--- src/verilog/pec_defines.vh ---
// constants for the preset event counter block
`ifndef PEC_DEFINES_VH
`define PEC_DEFINES_VH
`define PEC_VAL_W      16
`define PEC_UD_W       32
`define PEC_MAX_UP     16'h270f
`define PEC_MAX_UD     32'h3b9ac9ff
`define PEC_VAL_BASE   16'h03e8
`define PEC_NUM_W      9
`define PEC_NUM_UP     9'h002
`define PEC_NUM_STG    9'h007
`define PEC_NUM_UD     9'h005
`define PEC_ZERO_VAL   16'h0000
`define PEC_ONE_VAL    16'h0001
`define PEC_ZERO_UD    32'h00000000
`define PEC_ONE_UD     32'h00000001
`endif

--- src/verilog/pec_counter.v ---
// up, stage and up/down event counters with status; word-memory address for the up and stage counters only
`timescale 1ns/100ps
`include "pec_defines.vh"
module pec_counter (
   input  wire                   clk_sys,
   input  wire                   rst_n,
   input  wire                   up_count_in,
   input  wire                   up_reset_in,
   input  wire [`PEC_VAL_W-1:0]  up_preset,
   input  wire                   stg_count_in,
   input  wire                   stg_reset_cmd,
   input  wire [`PEC_VAL_W-1:0]  stg_preset,
   input  wire                   ud_up_in,
   input  wire                   ud_down_in,
   input  wire                   ud_reset_in,
   input  wire [`PEC_UD_W-1:0]   ud_preset,
   input  wire                   up_ref_compare,
   input  wire                   stg_ref_compare,
   output reg  [`PEC_VAL_W-1:0]  up_value_q,
   output reg                    up_status_q,
   output reg  [`PEC_VAL_W-1:0]  up_value_addr_q,
   output reg  [`PEC_VAL_W-1:0]  up_ref_q,
   output reg  [`PEC_VAL_W-1:0]  stg_value_q,
   output reg                    stg_status_q,
   output reg  [`PEC_VAL_W-1:0]  stg_value_addr_q,
   output reg  [`PEC_VAL_W-1:0]  stg_ref_q,
   output reg  [`PEC_UD_W-1:0]   ud_value_q,
   output reg                    ud_status_q
);
   // inputs come from program logic on this clock: no synchronisers
   reg                   up_prev_q;
   reg                   stg_prev_q;
   reg                   udu_prev_q;
   reg                   udd_prev_q;
   reg [`PEC_VAL_W-1:0]  up_value_d;
   reg [`PEC_VAL_W-1:0]  stg_value_d;
   reg [`PEC_UD_W-1:0]   ud_value_d;
   wire                  up_edge;
   wire                  stg_edge;
   wire                  udu_edge;
   wire                  udd_edge;
   wire                  up_at_max;
   wire                  stg_at_max;
   wire                  ud_at_max;
   wire                  ud_at_zero;
   wire                  up_stat_d;
   wire                  stg_stat_d;
   wire                  ud_stat_d;
   wire [`PEC_VAL_W-1:0] up_addr_d;
   wire [`PEC_VAL_W-1:0] stg_addr_d;
   wire [`PEC_VAL_W-1:0] up_ref_d;
   wire [`PEC_VAL_W-1:0] stg_ref_d;

   assign up_edge  = up_count_in & ~up_prev_q;
   assign stg_edge = stg_count_in & ~stg_prev_q;
   assign udu_edge = ud_up_in & ~udu_prev_q;
   assign udd_edge = ud_down_in & ~udd_prev_q;

   // at the top the count is held, never wrapped
   assign up_at_max  = (up_value_q == `PEC_MAX_UP);
   assign stg_at_max = (stg_value_q == `PEC_MAX_UP);
   assign ud_at_max  = (ud_value_q == `PEC_MAX_UD);
   assign ud_at_zero = (ud_value_q == `PEC_ZERO_UD);

   // status follows the new value, so with a non-zero preset reset clears both together
   assign up_stat_d  = (up_value_d >= up_preset);
   // stage value only falls on reset, so its status holds until then; up/down status also drops on a down count
   assign stg_stat_d = (stg_value_d >= stg_preset);
   assign ud_stat_d  = (ud_value_d >= ud_preset);

   // fixed counter numbers give fixed word addresses
   assign up_addr_d  = `PEC_VAL_BASE
                       + {7'h00, `PEC_NUM_UP};
   assign stg_addr_d = `PEC_VAL_BASE
                       + {7'h00, `PEC_NUM_STG};

   // compare reads the value, anything else reads the status bit
   assign up_ref_d  = up_ref_compare ? up_value_d
                      : {15'h0000, up_stat_d};
   assign stg_ref_d = stg_ref_compare ? stg_value_d
                      : {15'h0000, stg_stat_d};

   always @* begin
      up_value_d = up_value_q;
      if (up_reset_in)
         up_value_d = `PEC_ZERO_VAL;
      else if (up_edge && !up_at_max)
         up_value_d = up_value_q + `PEC_ONE_VAL;
   end

   always @* begin
      stg_value_d = stg_value_q;
      if (stg_reset_cmd)
         stg_value_d = `PEC_ZERO_VAL;
      else if (stg_edge && !stg_at_max)
         stg_value_d = stg_value_q + `PEC_ONE_VAL;
   end

   // the idle count input must be off for the other to count
   // no word address here: the value would span two words
   always @* begin
      ud_value_d = ud_value_q;
      if (ud_reset_in)
         ud_value_d = `PEC_ZERO_UD;
      else if (udu_edge && !ud_down_in && !ud_at_max)
         ud_value_d = ud_value_q + `PEC_ONE_UD;
      else if (udd_edge && !ud_up_in && !ud_at_zero)
         ud_value_d = ud_value_q - `PEC_ONE_UD;
   end

   // one flop group per register (edge flags and outputs), each with its own reset
   always @(posedge clk_sys or negedge rst_n) begin
      if (!rst_n) begin
         up_prev_q <= 1'b0;
      end else begin
         up_prev_q <= up_count_in;
      end
   end

   always @(posedge clk_sys or negedge rst_n) begin
      if (!rst_n) begin
         stg_prev_q <= 1'b0;
      end else begin
         stg_prev_q <= stg_count_in;
      end
   end

   always @(posedge clk_sys or negedge rst_n) begin
      if (!rst_n) begin
         udu_prev_q <= 1'b0;
      end else begin
         udu_prev_q <= ud_up_in;
      end
   end

   always @(posedge clk_sys or negedge rst_n) begin
      if (!rst_n) begin
         udd_prev_q <= 1'b0;
      end else begin
         udd_prev_q <= ud_down_in;
      end
   end

   always @(posedge clk_sys or negedge rst_n) begin
      if (!rst_n) begin
         up_value_q <= `PEC_ZERO_VAL;
      end else begin
         up_value_q <= up_value_d;
      end
   end

   always @(posedge clk_sys or negedge rst_n) begin
      if (!rst_n) begin
         stg_value_q <= `PEC_ZERO_VAL;
      end else begin
         stg_value_q <= stg_value_d;
      end
   end

   always @(posedge clk_sys or negedge rst_n) begin
      if (!rst_n) begin
         ud_value_q <= `PEC_ZERO_UD;
      end else begin
         ud_value_q <= ud_value_d;
      end
   end

   always @(posedge clk_sys or negedge rst_n) begin
      if (!rst_n) begin
         up_status_q <= 1'b0;
      end else begin
         up_status_q <= up_stat_d;
      end
   end

   always @(posedge clk_sys or negedge rst_n) begin
      if (!rst_n) begin
         stg_status_q <= 1'b0;
      end else begin
         stg_status_q <= stg_stat_d;
      end
   end

   always @(posedge clk_sys or negedge rst_n) begin
      if (!rst_n) begin
         ud_status_q <= 1'b0;
      end else begin
         ud_status_q <= ud_stat_d;
      end
   end

   always @(posedge clk_sys or negedge rst_n) begin
      if (!rst_n) begin
         up_value_addr_q <= `PEC_ZERO_VAL;
      end else begin
         up_value_addr_q <= up_addr_d;
      end
   end

   always @(posedge clk_sys or negedge rst_n) begin
      if (!rst_n) begin
         stg_value_addr_q <= `PEC_ZERO_VAL;
      end else begin
         stg_value_addr_q <= stg_addr_d;
      end
   end

   always @(posedge clk_sys or negedge rst_n) begin
      if (!rst_n) begin
         up_ref_q <= `PEC_ZERO_VAL;
      end else begin
         up_ref_q <= up_ref_d;
      end
   end

   always @(posedge clk_sys or negedge rst_n) begin
      if (!rst_n) begin
         stg_ref_q <= `PEC_ZERO_VAL;
      end else begin
         stg_ref_q <= stg_ref_d;
      end
   end
endmodule

--- config.mk ---
export PLATFORM = sky130hd
export DESIGN_NAME = pec_counter
export DESIGN_NICKNAME = d
export VERILOG_FILES = /design/src/verilog/pec_counter.v
export VERILOG_INCLUDE_DIRS = /design/src /design/src/verilog
export SDC_FILE = /design/constraint.sdc
export NUM_CORES = 1
export LEC_CHECK = 0
export BUFFER_PORTS_ARGS = -buffer_cell sky130_fd_sc_hd__buf_2
export CAP_MARGIN = 20
export CORE_MARGIN = 5
export CORE_UTILIZATION = 45
export CTS_CLUSTER_DIAMETER = 80
export DETAILED_ROUTE_END_ITERATION = 6
export GPL_ROUTABILITY_DRIVEN = 0
export PLACE_DENSITY_LB_ADDON = 0.2
export SLEW_MARGIN = 25
export SYNTH_ARGS = -nofsm -noshare
export SYNTH_HDL_FRONTEND = slang
export SYNTH_SLANG_ARGS = --single-unit
--- constraint.sdc ---
create_clock -name clk_sys -period 7.7 [get_ports clk_sys]
set_clock_uncertainty 0.15 [all_clocks]
set_input_delay 0.77 -clock clk_sys [delete_from_list [all_inputs] [get_ports clk_sys]]
set_output_delay 0.77 -clock clk_sys [all_outputs]
set_load 0.02 [all_outputs]
==> results.sh <==
export IMPL_synth_edf_count=0
export IMPL_grt_pass1_wl_mm=28.5
export IMPL_postLayoutCellArea_um2=8100
export IMPL_die_area_um2=17900
export IMPL_syn_avg_cell_area_um2=9.00
export IMPL_cp_slowest_stage_delay_ns=0.54
export IMPL_power_mw=2.38
export IMPL_r2r_cells=15
export IMPL_cp_cell_sequence="inv_1 -> ha_1 -> or3b_2 -> nor4_4 -> and3_1 -> nor3_1 -> or4b_1 -> nand2_1 -> ha_1 -> a211oi_1 -> nor2_1 -> or4_1 -> a211oi_1 -> nor3_1 -> or4_1"
export IMPL_utilization=0.535
export IMPL_max_freq_mhz=207
export IMPL_critPathTopFamily="simple AND/OR/NAND/NOR gates"
export IMPL_cts_tree="built"
export IMPL_yosysMostFrequentCell="nor2_1"
export IMPL_synth_ff_type="dfrtp_1"
export IMPL_clk_path_buf_depth=2
export IMPL_grt_overflow=0
export IMPL_post_drt_wl_per_cell_um=15.7
export IMPL_synth_simple_area_share=0.232
export IMPL_grt_pass1_vias=5716
export IMPL_initial_core_util=0.456
export IMPL_core_area_um2=15100
export IMPL_crit_path_max_fanout=14
export IMPL_ys_seq_area_frac=0.377
export IMPL_synth_area_leaders="dfrtp_1 38%, ha_1 12%, nor2_1 6.3%"
export IMPL_path_clk_slew_ns=0.07
export IMPL_worst_pin_slew_ns=0.818
export IMPL_syn_inst=768
export IMPL_hold_viol=0
export IMPL_rsz0062_at_grt="false"
export IMPL_die_w_um=134
export IMPL_synthMuxAreaShare=0.0109
export IMPL_insertion_delay_ns=0.35
export IMPL_synthAdderAreaFrac=0.125
export IMPL_synth_seq_cells=104
export IMPL_dpl_cell_area_um2=7800
export IMPL_h_tree_depth=3
export IMPL_leakage_nw=4.38
export IMPL_yosysTopAreaCell="dfrtp_1"
export IMPL_worst_path_stages=15
export IMPL_numCtsBuffers=9
export IMPL_dp_slack_ns=2.88
export IMPL_core_rowCount=45
export IMPL_root_buffer="clkbuf_16"
export IMPL_drt_first_iter_violations=335
export IMPL_cp_arrival_ns=4.91
export IMPL_place_inst=1107
export IMPL_grt_usage=0.197
export IMPL_cp_data_required_time_ns=7.78
export IMPL_setup_viol=0
export IMPL_antenna_found_initial=3
export IMPL_synth_top_family_by_area="simple AND/OR/NAND/NOR gates"
export IMPL_via_per_inst=5.21
export IMPL_hold_class="primary input to asynchronous set/reset pin"
export IMPL_fin_crit_sh=0.628
export IMPL_clkSinkCount=104
export IMPL_p_per_area_nw_per_um2=294
export IMPL_synth_compound_area_frac=0.0911
export IMPL_critPathKind="flop to flop"
export IMPL_area_delta_synth_final_pct=17.3
export IMPL_start_kind="flop"
export IMPL_vias=5850
export IMPL_io_pins=206
export IMPL_syn_cell_area_um2=6910
export IMPL_ant_nets=0
export IMPL_routed_wirelength_mm=17.6
export IMPL_critPathBufInv=1
export IMPL_cts_setup_buffers=0
export IMPL_post_dp_hpwl_mm=14.0
export IMPL_drive_above_1_share=0.245
export IMPL_worstReg2RegStart="ud_value_q[0]$_DFF_PN0_"
export IMPL_critPathCaptureType="flop"
export IMPL_max_slew_margin=0.450
export IMPL_fillCellCount=1445
export IMPL_hold_buffers=0
export IMPL_synth_cell_types=71
export IMPL_die_h_um=134
export IMPL_grt_max_degree=54
export IMPL_synth_xor_area_frac=0.0697
export IMPL_netlist_area_leader_share=0.377
export IMPL_fin_tns_setup_ns=0
export IMPL_final_nets=1074
export IMPL_report_final_slew_viol_count=0
export IMPL_setup_ws_ns=2.87
export IMPL_startpoint="ud_value_q[0]$_DFF_PN0_"
export IMPL_drc=0
export IMPL_synth_common_cells="116 x nor2_1, 104 x dfrtp_1, 74 x inv_1, 69 x ha_1"
export IMPL_ir_worst_vdd_uv=230
export IMPL_ys_async_sr_fraction=1.00
export IMPL_antenna_cells=0
export IMPL_fin_crit_ns=4.83
export IMPL_yosys_warnings=0
export IMPL_first_pass_iters=5
export IMPL_io_buffers=189
export IMPL_post_cts_resized=0
export IMPL_crit_slowest_cell="and3_1"
export IMPL_status="completed"
export IMPL_finalNonFillerCells=1122
export IMPL_drv_cap=0
export IMPL_hold_slack_ns=0.308
==> kinds of logic (layout without fill, tap and decap cells) <==
group                    after synthesis  after routing
flip-flops                           104            104
AND/OR/NAND/NOR                      309            309
multiplexers                           7              7
XOR/XNOR                              55             55
adder cells (fa/ha/maj)               69             69
AO/OA/AOI/OAI                         94             94
other                                  2             17
buffers and inverters                128            279
==> placed cells by master (no fill, tap or decap), drive strengths merged, types with 5 or more instances in the layout <==
cell    synthesis  final
xor2           22     22
nor3           22     22
o22ai           7      7
buf            38    190
a21oi          19     19
nand2          33     33
and3           11     11
or2             5      5
xnor2          33     33
nor4           13     13
ha             69     69
dfrtp         104    104
nor2b           8      8
and4            5      5
nor2          116    116
inv            74     75
nand4          26     26
o41ai           5      5
clkbuf         13     10
or4             8      8
or3            11     11
conb            2     17
nand2b          7      7
a211oi          5      5
nand3          25     25
o21ai          21     21
==> metal layers <==
metal / GRT usage / share of wire
met5: 0 / 0.0023
met3: 0.0368 / 0.053
met4: 0.0714 / 0.020
met2: 0.318 / 0.47
met1: 0.265 / 0.46
==> where the power goes <==
part,switching [mW],internal (mW),total (mW)
logic,0.708,0.428,1.14
registers,0.149,0.616,0.765
clock network,0.219,0.263,0.482
==> final timing paths <==
kind,endpoint,slack [ns]
max in group asynchronous,stg_value_q[6]$_DFF_PN0_,5.97
worst min-delay path,ud_value_q[3]$_DFF_PN0_,0.31
worst max-delay path,ud_status_q$_DFF_PN0_,2.87
min in group clk_sys,stg_prev_q$_DFF_PN0_,0.39
worst min register to register,up_ref_q[15]$_DFF_PN0_,0.47
worst max register to register,ud_status_q$_DFF_PN0_,2.87
==> area by class of cell <==
| cell class | count | area, um2 | area share |
|---|---|---|---|
| Sequential cell | 104 | 2600 | 0.321 |
| Clock inverter | 5 | 66.3 | 0.00818 |
| Tap cell | 188 | 235 | 0.0290 |
| Timing Repair Buffer | 190 | 956 | 0.118 |
| Inverter | 74 | 278 | 0.0343 |
| Clock buffer | 10 | 239 | 0.0295 |
| Multi-Input combinational cell | 551 | 3730 | 0.460 |
==> worst reg2reg max path, stage by stage (launching register included) <==
cell and delay, ns:
dfrtp_1 0.43, inv_1 0.13, ha_1 0.16, or3b_2 0.50
nor4_4 0.27, and3_1 0.54, nor3_1 0.14, or4b_1 0.49
nand2_1 0.11, ha_1 0.24, a211oi_1 0.24, nor2_1 0.08
or4_1 0.46, a211oi_1 0.25, nor3_1 0.11, or4_1 0.40
==> state kept, by name, summed over array words and instances (netlist names) <==
register / flops
udd_prev_q: 1
udu_prev_q: 1
up_prev_q: 1
stg_status_q: 1
up_ref_q: 16
up_value_q: 16
ud_status_q: 1
up_value_addr_q: 1
stg_prev_q: 1
up_status_q: 1
stg_value_q: 16
ud_value_q: 32
stg_ref_q: 16
No activity file was read; power rests on OpenSTA's default activity.
